<file path="src/hdl/pmt_pkg.sv">
/*
  Shared constants for the 8-bit period-match timer: register offsets,
  field positions, reset values and divider figures.
  Assumes a 100 MHz pclk standing in for the oscillator and an APB bus.
*/
`default_nettype none
package pmt_pkg;
  // ---------------------------------------------------------------
  // Bus and register map
  // ---------------------------------------------------------------
  localparam int unsigned ADDR_W = 8;
  localparam int unsigned DATA_W = 32;
  localparam logic [ADDR_W-1:0] CTRL_OFF = 8'h00;
  localparam logic [ADDR_W-1:0] CNT_OFF  = 8'h04;
  localparam logic [ADDR_W-1:0] PER_OFF  = 8'h08;
  localparam logic [ADDR_W-1:0] FLAG_OFF = 8'h0c;
  localparam logic [ADDR_W-1:0] EN_OFF   = 8'h10;

  // ---------------------------------------------------------------
  // Fields of timer_control and the flag registers
  // ---------------------------------------------------------------
  localparam int unsigned PRE_LSB   = 0;
  localparam int unsigned PRE_MSB   = 1;
  localparam int unsigned ON_BIT    = 2;
  localparam int unsigned POST_LSB  = 3;
  localparam int unsigned POST_MSB  = 6;
  localparam int unsigned CTRL_W    = 7;
  localparam int unsigned FLAG_BIT  = 1;

  // ---------------------------------------------------------------
  // Reset values
  // ---------------------------------------------------------------
  localparam logic [CTRL_W-1:0] CTRL_RST = 7'h00;
  localparam logic [7:0]        CNT_RST  = 8'h00;
  localparam logic [7:0]        PER_RST  = 8'hff;

  // ---------------------------------------------------------------
  // Dividers
  // ---------------------------------------------------------------
  localparam int unsigned OSC_PERIOD_NS = 10;
  localparam int unsigned ICLK_NS       = 40;
  localparam int unsigned ICLK_CYCLES   = ICLK_NS / OSC_PERIOD_NS;
  localparam logic [1:0]  ICLK_LAST     = 2'(ICLK_CYCLES - 1);
  localparam logic [1:0]  PRE_SEL_DIV1  = 2'h0;
  localparam logic [1:0]  PRE_SEL_DIV4  = 2'h1;
  localparam logic [3:0]  PRE1_LAST     = 4'h0;
  localparam logic [3:0]  PRE4_LAST     = 4'h3;
  localparam logic [3:0]  PRE16_LAST    = 4'hf;
endpackage : pmt_pkg
`default_nettype wire

</file>
<file path="src/hdl/pmt_scale_if.sv">
/*
  Carrier between the timer core and its prescaler.
  Assumes both ends run on the same pclk.
*/
`timescale 1ns/1ps
`default_nettype none
interface pmt_scale_if;
  logic       clr;
  logic       run;
  logic [1:0] sel;
  logic       tick;
  logic [3:0] pre_count;
  modport core   (output clr, output run, output sel,
                  input tick, input pre_count);
  modport scaler (input clr, input run, input sel,
                  output tick, output pre_count);
endinterface : pmt_scale_if
`default_nettype wire

</file>
<file path="src/hdl/pmt_prescaler.sv">
/*
  Instruction clock divider and selectable prescaler of the timer.
  Assumes clr and run come from logic on the same pclk.
*/
`timescale 1ns/1ps
`default_nettype none
module pmt_prescaler (
  input wire logic    pclk,
  input wire logic    presetn,
  pmt_scale_if.scaler sc
);
  import pmt_pkg::*;

  logic [1:0] iclk_cnt_ff;
  logic [3:0] pre_cnt_ff;
  logic [3:0] pre_last;
  logic       iclk_tick;

  // ---------------------------------------------------------------
  // Instruction clock: free running, never cleared by writes
  // ---------------------------------------------------------------
  assign iclk_tick = (iclk_cnt_ff == ICLK_LAST);

  always_ff @(posedge pclk or negedge presetn) begin
    if (!presetn) begin
      iclk_cnt_ff <= 2'h0;
    end else begin
      iclk_cnt_ff <= iclk_cnt_ff + 2'h1;
    end
  end

  // ---------------------------------------------------------------
  // Prescaler
  // ---------------------------------------------------------------
  always_comb begin
    case (sc.sel)
      PRE_SEL_DIV1: pre_last = PRE1_LAST;
      PRE_SEL_DIV4: pre_last = PRE4_LAST;
      default:      pre_last = PRE16_LAST;
    endcase
  end

  // Halted while off so a stopped timer's prescaler draws no toggling; the instruction clock keeps running
  always_ff @(posedge pclk or negedge presetn) begin
    if (!presetn) begin
      pre_cnt_ff <= 4'h0;
    end else if (sc.clr) begin
      pre_cnt_ff <= 4'h0;
    end else if (sc.run && iclk_tick) begin
      pre_cnt_ff <= (pre_cnt_ff == pre_last) ? 4'h0 : pre_cnt_ff + 4'h1;
    end
  end

  assign sc.tick      = sc.run && iclk_tick && !sc.clr &&
                        (pre_cnt_ff == pre_last);
  assign sc.pre_count = pre_cnt_ff;
endmodule : pmt_prescaler
`default_nettype wire

</file>
<file path="src/hdl/pmt_timer.sv">
/*
  8-bit period-match timer with prescaler, postscaler, match flag
  and interrupt, reached over APB.
  Assumes an APB3 master on pclk; serial port and PWM logic sit on
  the same clock.
*/
// The APB slave port and the placing of the registers are this design's own decisions.
`timescale 1ns/1ps
`default_nettype none
module pmt_timer (
  input  wire logic                       pclk,
  input  wire logic                       presetn,
  input  wire logic                       psel,
  input  wire logic                       penable,
  input  wire logic                       pwrite,
  input  wire logic [pmt_pkg::ADDR_W-1:0] paddr,
  input  wire logic [pmt_pkg::DATA_W-1:0] pwdata,
  output logic      [pmt_pkg::DATA_W-1:0] prdata,
  output logic                            pready,
  output logic                            pslverr,
  output logic                            irq,
  output logic                            shift_clk_src,
  output logic      [7:0]                 pwm_count,
  output logic                            pwm_match
);
  import pmt_pkg::*;

  logic [DATA_W-1:0] prdata_ff;
  logic              pready_ff;
  logic              pslverr_ff;
  logic [CTRL_W-1:0] ctrl_ff;
  logic [7:0]        counter_ff;
  logic [7:0]        period_ff;
  logic [3:0]        post_cnt_ff;
  logic              flag_ff;
  logic              enable_ff;
  logic              irq_ff;
  logic              shift_ff;
  logic              pwm_match_ff;
  logic [DATA_W-1:0] nxt_prdata;
  logic              nxt_slverr;
  logic              acc_first;
  logic              wr_en;
  logic              wr_ctrl;
  logic              wr_cnt;
  logic              wr_per;
  logic              wr_flag;
  logic              wr_en_reg;
  logic              match;
  logic              post_fire;
  logic [3:0]        post_sel;
  logic              timer_on;

  pmt_scale_if sc_if ();

  // ---------------------------------------------------------------
  // APB slave
  // ---------------------------------------------------------------
  // One wait state: data is fetched in the first access cycle and
  // pready rises in the second, so reads see a settled register.
  assign acc_first = psel && penable && !pready_ff;
  assign wr_en     = psel && penable && pready_ff && pwrite;
  assign wr_ctrl   = wr_en && (paddr == CTRL_OFF);
  assign wr_cnt    = wr_en && (paddr == CNT_OFF);
  assign wr_per    = wr_en && (paddr == PER_OFF);
  assign wr_flag   = wr_en && (paddr == FLAG_OFF);
  assign wr_en_reg = wr_en && (paddr == EN_OFF);

  always_comb begin
    nxt_prdata = '0;
    nxt_slverr = 1'b0;
    case (paddr)
      CTRL_OFF: nxt_prdata[CTRL_W-1:0] = ctrl_ff;
      CNT_OFF:  nxt_prdata[7:0] = counter_ff;
      PER_OFF:  nxt_prdata[7:0] = period_ff;
      FLAG_OFF: nxt_prdata[FLAG_BIT] = flag_ff;
      EN_OFF:   nxt_prdata[FLAG_BIT] = enable_ff;
      default:  nxt_slverr = 1'b1;
    endcase
  end

  always_ff @(posedge pclk or negedge presetn) begin
    if (!presetn) begin
      pready_ff  <= 1'b0;
      prdata_ff  <= '0;
      pslverr_ff <= 1'b0;
    end else begin
      pready_ff  <= acc_first;
      prdata_ff  <= acc_first && !pwrite ? nxt_prdata : '0;
      pslverr_ff <= acc_first && nxt_slverr;
    end
  end

  // ---------------------------------------------------------------
  // Control and period registers
  // ---------------------------------------------------------------
  always_ff @(posedge pclk or negedge presetn) begin
    if (!presetn) begin
      ctrl_ff <= CTRL_RST;
    end else if (wr_ctrl) begin
      ctrl_ff <= pwdata[CTRL_W-1:0];
    end
  end

  always_ff @(posedge pclk or negedge presetn) begin
    if (!presetn) begin
      period_ff <= PER_RST;
    end else if (wr_per) begin
      period_ff <= pwdata[7:0];
    end
  end

  assign timer_on = ctrl_ff[ON_BIT];
  assign post_sel = ctrl_ff[POST_MSB:POST_LSB];

  assign sc_if.clr = wr_ctrl || wr_cnt;
  assign sc_if.run = timer_on;
  assign sc_if.sel = ctrl_ff[PRE_MSB:PRE_LSB];

  pmt_prescaler u_pre (
    .pclk    (pclk),
    .presetn (presetn),
    .sc      (sc_if.scaler)
  );

  // ---------------------------------------------------------------
  // Counter and period match
  // ---------------------------------------------------------------
  // Tick is already suppressed by the scaler clear, so a control
  // write cannot move the count.
  assign match = sc_if.tick && (counter_ff == period_ff);

  always_ff @(posedge pclk or negedge presetn) begin
    if (!presetn) begin
      counter_ff <= CNT_RST;
    end else if (wr_cnt) begin
      counter_ff <= pwdata[7:0];
    end else if (match) begin
      counter_ff <= CNT_RST;
    end else if (sc_if.tick) begin
      counter_ff <= counter_ff + 8'h01;
    end
  end

  // ---------------------------------------------------------------
  // Postscaler, flag and interrupt
  // ---------------------------------------------------------------
  assign post_fire = match && (post_cnt_ff == post_sel);

  always_ff @(posedge pclk or negedge presetn) begin
    if (!presetn) begin
      post_cnt_ff <= 4'h0;
    end else if (sc_if.clr) begin
      post_cnt_ff <= 4'h0;
    end else if (post_fire) begin
      post_cnt_ff <= 4'h0;
    end else if (match) begin
      post_cnt_ff <= post_cnt_ff + 4'h1;
    end
  end

  // Set beats a same-cycle write-one clear so no event is lost
  always_ff @(posedge pclk or negedge presetn) begin
    if (!presetn) begin
      flag_ff <= 1'b0;
    end else if (post_fire) begin
      flag_ff <= 1'b1;
    end else if (wr_flag && pwdata[FLAG_BIT]) begin
      flag_ff <= 1'b0;
    end
  end

  always_ff @(posedge pclk or negedge presetn) begin
    if (!presetn) begin
      enable_ff <= 1'b0;
    end else if (wr_en_reg) begin
      enable_ff <= pwdata[FLAG_BIT];
    end
  end

  always_ff @(posedge pclk or negedge presetn) begin
    if (!presetn) begin
      irq_ff <= 1'b0;
    end else begin
      irq_ff <= flag_ff && enable_ff;
    end
  end

  // ---------------------------------------------------------------
  // Serial port and PWM feeds
  // ---------------------------------------------------------------
  always_ff @(posedge pclk or negedge presetn) begin
    if (!presetn) begin
      shift_ff     <= 1'b0;
      pwm_match_ff <= 1'b0;
    end else begin
      shift_ff     <= match;
      pwm_match_ff <= match;
    end
  end

  assign prdata        = prdata_ff;
  assign pready        = pready_ff;
  assign pslverr       = pslverr_ff;
  assign irq           = irq_ff;
  assign shift_clk_src = shift_ff;
  assign pwm_count     = counter_ff;
  assign pwm_match     = pwm_match_ff;

  logic [7:0] gap_ff;
  logic       gap_ok_ff;
  logic [3:0] mcnt_ff;
  logic       mok_ff;
  logic [7:0] gap_need;

  assign gap_need = 8'(ICLK_CYCLES * (32'(sc_if.sel == PRE_SEL_DIV1 ? 1 :
                    sc_if.sel == PRE_SEL_DIV4 ? 4 : 16))) - 8'h01;

  always_ff @(posedge pclk or negedge presetn) begin
    if (!presetn) begin
      gap_ff    <= 8'h00;
      gap_ok_ff <= 1'b0;
    end else begin
      gap_ff    <= sc_if.tick ? 8'h00 : gap_ff + 8'h01;
      gap_ok_ff <= sc_if.tick || (gap_ok_ff && !sc_if.clr && timer_on);
    end
  end

  always_ff @(posedge pclk or negedge presetn) begin
    if (!presetn) begin
      mcnt_ff <= 4'h0;
      mok_ff  <= 1'b0;
    end else begin
      if (post_fire) begin
        mcnt_ff <= 4'h0;
      end else if (match) begin
        mcnt_ff <= mcnt_ff + 4'h1;
      end
      mok_ff <= post_fire || (mok_ff && !sc_if.clr);
    end
  end
endmodule : pmt_timer
`default_nettype wire

</file>
<file path="config.mk">
export PLATFORM = sky130hd
export DESIGN_NAME = pmt_timer
export DESIGN_NICKNAME = d
export VERILOG_FILES = /design/src/hdl/pmt_pkg.sv /design/src/hdl/pmt_scale_if.sv /design/src/hdl/pmt_prescaler.sv /design/src/hdl/pmt_timer.sv
export SDC_FILE = /design/constraint.sdc
export NUM_CORES = 1
export LEC_CHECK = 0
export ABC_AREA = 0
export BUFFER_PORTS_ARGS = -buffer_cell sky130_fd_sc_hd__clkbuf_2
export CAP_MARGIN = 20
export CORE_MARGIN = 2
export CORE_UTILIZATION = 46
export DETAILED_ROUTE_END_ITERATION = 8
export PLACE_DENSITY = 0.85
export SLEW_MARGIN = 20
export SYNTH_ARGS = -nofsm -noshare
export SYNTH_HDL_FRONTEND = slang
export SYNTH_SLANG_ARGS = --single-unit
</file>
<file path="constraint.sdc">
create_clock -name pclk -period 1.92 [get_ports pclk]
set_input_delay 0.096 -clock pclk [delete_from_list [all_inputs] [get_ports pclk]]
set_output_delay 0.096 -clock pclk [all_outputs]
set_load 0.005 [all_outputs]
</file>
# After elaboration in Yosys (flattened, before gate mapping)
# Index checks and enable logic that the tools add are counted.
# word_totals
regBits	47
latch_bits	0
ram_bits	0
mem_bits_ro	0
in_bits	45
output_inout_bits	45
word_cells	73
mem_count	0
# classes
addsub	4
n_mul	0
n_div	0
n_lt_le_gt_ge	0
n_eq_ne	9
shifts	0
n_mux	18
n_bitwise	0
reduce_logical	29
# ops
op	count
$mux W8	4
$mux W4	6
$logic_and A1 B1 Y1	18
$eq A8 B4 Y1 const B	2
$pmux W5 S3	1
$add A4 B1 Y4 const B	2
$add A8 B1 Y8 const B	1
$eq A4 B4 Y1	2
$eq A8 B3 Y1 const B	1
$eq A8 B5 Y1 const B	1
$eq A8 B8 Y1	1
$logic_not A8 Y1	1
$pmux W4 S2	1
$reduce_bool A3 Y1	2
$pmux W1 S5	1
$reduce_or A5 Y1	1
$reduce_bool A2 Y1	2
$logic_not A1 Y1	3
$mux W1	3
$pmux W1 S3	1
$add A2 B1 Y2 const B	1
$eq A2 B1 Y1 const B	1
$eq A2 B2 Y1 const B	1
$logic_not A2 Y1	1
other kinds (2)	2

# Depth between registers and ports, before layout
# Gate-level depths: netlist (run 1).
# logic_depth
depth_word	12
depth_mapped	7

# Modules after synthesis
# Synthesis (run 1) repeated with hierarchy kept, for this count alone.
# unflattened
hier_cells	253
hier_area_um2	2645.0
# by_module_without_submodules
mod	n_inst	cells_each	area_per_inst_um2	seq_area_each_um2
pmt_timer	1	220	2323.5	1036.0
pmt_prescaler	1	33	321.6	150.1

# Least setup slack after synthesis (run 1)
# OpenSTA, ideal clock, no wires.
# synth_path
path_type	flip-flop to flip-flop
from	register period_ff[7]
to	register post_cnt_ff[3]
setup_ns	0.147
t_arrival_ns	1.722
t_required_ns	1.773
path_slack_ns	0.051
path_stages_with_launch	6
cell_sequence	dfstp_2 -> xor2_1 -> nor4_2 -> nand2_1 -> o31ai_1 -> a21oi_1
# synth_via
elab_chain_len	5
# synth_rtl
element	line	rtl
from (decl)	pmt_timer.sv:33	logic [7:0] period_ff;
from (signal assigned)	pmt_timer.sv:109	period_ff <= pwdata[7:0];
$eq A8 B8 Y1 (*)	pmt_timer.sv:131	assign match = sc_if.tick && (counter_ff == period_ff);
$logic_and A1 B1 Y1 (*)	pmt_timer.sv:131	
$logic_and A1 B1 Y1	pmt_timer.sv:148	assign post_fire = match && (post_cnt_ff == post_sel);
$mux W4	pmt_timer.sv:155	end else if (post_fire) begin
$mux W4	pmt_timer.sv:153	end else if (sc_if.clr) begin
to (signal assigned)	pmt_timer.sv:158	post_cnt_ff <= post_cnt_ff + 4'h1;
to (decl)	pmt_timer.sv:34	logic [3:0] post_cnt_ff;
# Every way passes the cells marked *; elsewhere a longest branch is shown, timed or not.
# A chain may end at the register's enable or synchronous reset.

# Worst setup path in the final report (run 1)
# layout_path
from	register u_pre.pre_cnt_ff[0], in the netlist u_pre.sc.pre_count[0]
to	register counter_ff[6], in the netlist pwm_count[6]
# layout_via
elab_chain_len	5
# layout_rtl
element	line	rtl
from (decl)	pmt_prescaler.sv:15	logic [3:0] pre_cnt_ff;
from (signal assigned)	pmt_prescaler.sv:50	pre_cnt_ff <= (pre_cnt_ff == pre_last) ? 4'h0 : pre_cnt_ff + 4'h1;
$eq A4 B4 Y1 (*)	pmt_prescaler.sv:55	(pre_cnt_ff == pre_last);
$logic_and A1 B1 Y1 (*)	pmt_prescaler.sv:54	assign sc.tick = sc.run && iclk_tick && !sc.clr &&
$logic_and A1 B1 Y1	pmt_timer.sv:131	
$mux W8	pmt_timer.sv:138	end else if (match) begin
$mux W8	pmt_timer.sv:136	end else if (wr_cnt) begin
to (signal assigned)	pmt_timer.sv:137	counter_ff <= pwdata[7:0];
to (signal assigned)	pmt_timer.sv:141	counter_ff <= counter_ff + 8'h01;
to (decl)	pmt_timer.sv:32	logic [7:0] counter_ff;
# Marks and branches as above.

==> impl_metrics.yaml, run 1 <==
status:
  status: "complete, no violations"
placement:
  io_buffers: 41
  placedCellCount: 393
  dp_hpwl_um: 4643
  gp_congestion: 0.8658
critical_path:
  worst-path-max-fanout: 4
  r2r-start: "u_pre.sc.pre_count[0]$_DFFE_PN0P_"
  crit_slowest_cell: "or4_1"
  crit_start: "u_pre.sc.pre_count[0]$_DFFE_PN0P_"
  crit_type: "reg2reg"
  path_cells: "nand3_2 -> or2_4 -> a211o_4 -> or4_1 -> a31oi_1"
  worstPathRequired_ns: 2.16
  start_kind: "register"
  r2r-end: "pwm_count[6]$_DFFE_PN0P_"
  r2r_slack_ns: 0.03
  critPathCaptureType: "register"
  max_stage_delay_ns: 0.48
  reg2reg_depth: 5
  crit_arrival_ns: 2.12
grt:
  grt_pass1_vias: 2231
  grtUsageMet3_pct: 3.933
  gr-usage-met1_pct: 25.36
  antenna_found_initial: 0
  use_met2_pct: 36.25
  grt_max_degree: 48
  grt_first_pass_wirelength_um: 10370
  globalRouteTotalUtil_pct: 21.07
  grt_overflow_total: 0
  grt.busiest_layer: "met2"
clock_network:
  cts_tree: "built"
  htree_levels: 2
  clock_latency_ns: 0.31
  numCtsBuffers: 5
  cts_sinks: 47
  path_clk_slew_ns: 0.09
  cts_root_buf: "clkbuf_8"
  clockBufferDepth: 2
yosys:
  synth-edff-count: 0
  synth_cells: 262
  synth_largest_area_cell: "dfrtp_1"
  ys_seq_area_share_pct: 43.95
  synth_top_cell_area_share_pct: 36.16
  synth_cell_type_count: 45
  synth-async-reset-ratio_pct: 100.0
  netlist_area_um2: 2699
  synth_warnings: 0
  synth_seq_cells: 47
  synthFlopType: "dfrtp_1"
  synth_area_per_cell_um2: 10.30
  yosys-top-cells-area: "dfrtp_1 36%, mux2_2 9.2%, dfstp_2 7.8%"
route:
  drtAntennaViolNets: 0
  via_per_inst: 5.602
  initialDrtViolationCount: 136
  via_count: 2280
  drc: 0
  routedWlPerCell_um: 16.07
  routed_wirelength_um: 6542
  dr.pass1.iters: 4
min_path:
  worstHoldStart: "pwdata[7]"
  min_path_cells: 2
  hp-class: "in2reg"
  min_to: "period_ff[7]$_DFFE_PN1P_"
final_layout:
  nets: 383
  n_antenna_cell: 0
  nFillCells: 478
  fin_util_pct: 58.68
  area_growth_pct: 21.19
  drive_gt1_share_pct: 38.21
  stdcell_count: 407
die:
  start_util_pct: 48.42
  die_w_um: 80.60
  core_um2: 5574
  die_area_um2: 6496
  fp.dieH_um: 80.60
  std_cell_rows: 27
  io_pins: 90
timing:
  period_share_pct: 98.23
  clock_skew_ns: 0.01061
  period_minus_slack_ns: 1.886
  worst_slew_pin_slew_ns: 0.5976
  max_freq_ghz: 0.5302
  setup_viol: 0
  hold_violations: 0
  drv_slew: 0
  rsz0062_at_grt: "yes"
  maxSlewHeadroom_pct: 60.16
  timing.hold.ws_ns: 0.03511
power:
  vdd_drop_max_mv: 0.3338
  cellLeakagePower_nw: 1.507
  powerDensity_nw_per_um2: 524.9
flow_run:
  drv_cap: 0
[kinds of logic after synthesis]
group                    synth area share, %
AND/OR/NAND/NOR                        19.52
AO/OA/AOI/OAI                          11.73
flip-flops                             43.95
buffers and inverters                  8.994
multiplexers                           9.921
XOR/XNOR                               3.894
adder cells (fa/ha/maj)                1.855
other                                 0.1389
[registers in the layout (all words and copies together), names as in the netlist]
signal,cells
ctrl_ff,7
enable_ff,1
flag_ff,1
irq,1
period_ff,8
post_cnt_ff,4
prdata,8
pready,1
pslverr,1
pwm_count,8
pwm_match,1
u_pre.iclk_cnt_ff,2
u_pre.sc.pre_count,4
[worst max path at each step]
stage	endpoint	cells past startpoint
after floorplan	post_cnt_ff[3]$_DFFE_PN0P_	5
after global placement	pwm_count[3]$_DFFE_PN0P_	5
after detailed placement	u_pre.sc.pre_count[2]$_DFFE_PN0P_	5
after CTS	pwm_count[3]$_DFFE_PN0P_	5
after global routing	post_cnt_ff[0]$_DFFE_PN0P_	6
final	pwm_count[6]$_DFFE_PN0P_	5
[layer usage]
metal	vias up	wire length (um)
met5	-	0
met4	0	180
met3	19	423
met2	102	3323
met1	1116	2614
li1	1043	-
[worst max-delay path, delay by kind of cell (launching register included)]
family             cells  cell delay [ns]
AOI/OAI and AO/OA      2             0.55
DFF                    1             0.42
and+or+nand+nor        3             0.84
[area by class of cell]
class,instances,area (um2),share of cell area [%]
Clock buffer,8,80.08,2.448
Inverter,4,15.01,0.4591
Multi-Input combinational cell,202,1428,43.65
Sequential cell,47,1187,36.30
Tap cell,72,90.09,2.754
Timing Repair Buffer,74,470.5,14.38
[where the power goes]
part           leakage [nW]  internal [mW]  switching, mW
registers             0.580          0.998        0.00754
clock network        0.0395          0.259          0.321
logic                 0.888         0.0485         0.0823
[cells in the mapped netlist (5+ instances only)]
library cell,count
a31oi_1,10
a22oi_1,6
nand3_1,8
buf_4,26
nor3_1,5
o21ai_0,13
nor2_1,21
a21oi_1,11
or3_1,7
xor2_1,8
dfrtp_1,39
dfstp_2,8
mux2_2,22
nand2_1,13
nand4b_1,5
[stage by stage]
stage / cell area (um2) / total power [mW] / setup WS (ns) / TNS [ns]
final: 3271 / 1.717 / 0.03399 / 0
after global routing: 3271 / 1.799 / -0.02533 / -0.05784
after CTS: 3191 / 1.729 / 0.01295 / 0
after detailed placement: 3068 / 1.146 / -0.01638 / -0.04088
after global placement: 3068 / 1.140 / 0.04840 / 0
after floorplan: 2785 / 1.111 / 0.05146 / 0
[timing repair]
item                                    CTS  global route
pin swaps                                 1             6
gates resized for setup                   1            13
hold endpoints to repair                 40             0
hold buffers                              2             0
endpoints found under the setup margin    4            13
setup buffers                             3             1
[placed cells by master (no fill, tap or decap), types with 4 or more instances in the layout]
cell	synthesis	layout
clkbuf_2	0	41
dfrtp_1	39	38
buf_4	26	30
conb_1	1	24
mux2_2	22	22
nor2_1	21	21
nand2_1	13	12
o21ai_0	13	12
a21oi_1	11	11
a31oi_1	10	10
dfstp_2	8	8
or3_1	7	7
nand3_1	8	7
a22oi_1	6	6
nand4b_1	5	5
clkbuf_8	0	5
xor2_2	0	4
xor2_1	8	4
nor4_4	2	4
nand4_1	4	4
inv_1	4	4
xnor2_1	4	4
ha_1	4	4
(Power assumes the default switching activity.)
==> run 2: changes to the inputs <==
Settings changed: CORE_UTILIZATION 46 to 50, PLACE_DENSITY 0.85 to 0.87.
Clock period 1.92 ns to 2 ns, I/O delays scaled along.
==> run 2 against run 1 <==
Against the previous run:
- the flow now finishes with violations (negative setup slack)
- wire length rose by 4.0%
- via count rose by 2.6%
- die area fell by 7.6%
- total power rose by 3.5%
- sequential cell count did not move
- core utilization rose by 6.3 points
- combinational power barely moved
==> impl_metrics.yaml, run 2 (same netlist as run 1, synthesis figures left out) <==
status:
  status: "complete, but fails checks"
  violations: "negative setup slack"
grt:
  grt_max_degree: 22
  globalRouteTotalUtil_pct: 22.24
  grt_overflow_total: 0
  antenna_found_initial: 0
  grt_first_pass_wirelength_um: 10470
  grt_pass1_vias: 2248
final_layout:
  drive_gt1_share_pct: 39.94
  n_antenna_cell: 0
  final_cell_mix: "41 x clkbuf_2, 37 x dfrtp_1, 35 x buf_4"
  nets: 391
  nFillCells: 384
  area_growth_pct: 24.52
  fin_util_pct: 64.97
  final_common_cell: "clkbuf_2"
clock_network:
  htree_levels: 2
  clock_latency_ns: 0.30
  cts_tree: "built"
  cts_sinks: 47
  clockBufferDepth: 2
  cts_root_buf: "clkbuf_8"
  numCtsBuffers: 5
  path_clk_slew_ns: 0.09
timing:
  hold_violations: 0
  setup_tns_ns: -0.01423
  worst_slew_pin_slew_ns: 0.5378
  period_minus_slack_ns: 2.006
  drv_slew: 0
  max_freq_ghz: 0.4986
  rsz0062_at_grt: "yes"
  maxSlewHeadroom_pct: 63.88
  clock_skew_ns: 0.01013
  setup_ws_ns: -0.005790
  setup_viol: 3
  period_share_pct: 100.3
placement:
  io_buffers: 41
  place_ws_ns: -0.1617
  dp_hpwl_um: 4669
  gp_congestion: 0.9569
die:
  core_um2: 5172
  die_area_um2: 6002
  fp.dieH_um: 77.47
  io_pins: 90
  start_util_pct: 52.18
  std_cell_rows: 26
  die_w_um: 77.47
route:
  routedWlPerCell_um: 16.47
  routed_wirelength_um: 6804
  via_per_inst: 5.666
  via_count: 2340
  drtAntennaViolNets: 0
  drc: 0
  initialDrtViolationCount: 127
  dr.pass1.iters: 4
power:
  p_total_mw: 1.777
  p_comb_share_pct: 7.5
  vdd_drop_max_mv: 0.3592
  switching_share_pct: 22.11
  p_seq_share_pct: 54.4
  cellLeakagePower_nw: 1.557
  powerDensity_nw_per_um2: 528.8
  pwr-share-clk_pct: 38.1
  p_int_mw: 1.384
  power_switching_mw: 0.3930
critical_path:
  crit_arrival_ns: 2.23
  crit_type: "reg2reg"
  worstPathRequired_ns: 2.22
  critPathCaptureType: "register"
  worst-path-max-fanout: 6
  start_kind: "register"
min_path:
  hp-class: "in2reg"
flow_run:
  drv_cap: 0
run 2: cell count changes in the layout (fill, tap and decap cells not counted), moves of 4 or more:
cell / change
buf_6: +4
buf_4: +5
xor2_1: +4
xor2_2: -4
run 2: critical path, stage by stage (launching register included):
cell,delay [ns]
dfrtp_1,0.43
nand2_1,0.09
or2_4,0.27
buf_6,0.12
a211o_4,0.35
buf_6,0.14
or3_1,0.33
a31oi_1,0.18
run 2: worst paths after layout:
path,slack [ns],to,startpoint,cells after the start
max,-0.006,pwm_count[0]$_DFFE_PN0P_,u_pre.sc.pre_count[3]$_DFFE_PN0P_,7
min,0.005,prdata[1]$_DFF_PN0_,pwrite,2
max reg2reg,-0.006,pwm_count[0]$_DFFE_PN0P_,u_pre.sc.pre_count[3]$_DFFE_PN0P_,7
min reg2reg,0.44,u_pre.iclk_cnt_ff[0]$_DFF_PN0_,u_pre.iclk_cnt_ff[0]$_DFF_PN0_,1
max in group asynchronous,1.09,period_ff[1]$_DFFE_PN1P_,presetn,3
min in group asynchronous,0.25,pready$_DFF_PN0_,presetn,2
run 2: final cells by class:
type / instances / area (um2) / share of cell area [%]
clock buffers: 7 / 76.32 / 2.271
clock inverters: 1 / 30.03 / 0.8935
inverters: 4 / 15.01 / 0.4468
multi-input cells: 202 / 1420 / 42.26
flip-flops and latches: 47 / 1189 / 35.37
well taps: 70 / 87.58 / 2.606
repair buffers: 82 / 543.0 / 16.16
run 2: repair_timing:
item,4_1_cts,5_1_grt
setup endpoints to repair,12,14
hold endpoints to repair,12,0
hold buffers,1,0
pin swaps,4,4
setup buffers,6,8
gates resized for setup,3,16
run 2: power groups by stage:
stage / registers, mW / logic [mW] / clock network [mW]
after floorplan: 0.982 / 0.0846 / 0
after global placement: 0.982 / 0.114 / 0
after detailed placement: 0.983 / 0.118 / 0
after CTS: 0.964 / 0.124 / 0.687
after global routing: 0.967 / 0.148 / 0.735
final: 0.966 / 0.134 / 0.678
run 2: per-stage QoR:
stage	area [um2]	hold WS, ns	instances
after floorplan	2785	-0.1956	285
after global placement	3065	0.01803	391
after detailed placement	3065	0.02231	391
after CTS	3236	0.004177	406
after global routing	3361	0.02010	413
final	3361	0.004971	413
run 2: metal layers:
| metal | part of all wire (%) | routed length [um] | vias up | global-route usage (%) |
|---|---|---|---|---|
| li1 | - | - | 1062 | - |
| met4 | 3.5 | 240 | 0 | 10.89 |
| met3 | 6.4 | 434 | 25 | 4.419 |
| met1 | 39 | 2653 | 1149 | 26.62 |
| met2 | 51 | 3476 | 104 | 38.17 |
| met5 | 0 | 0 | - | 0 |
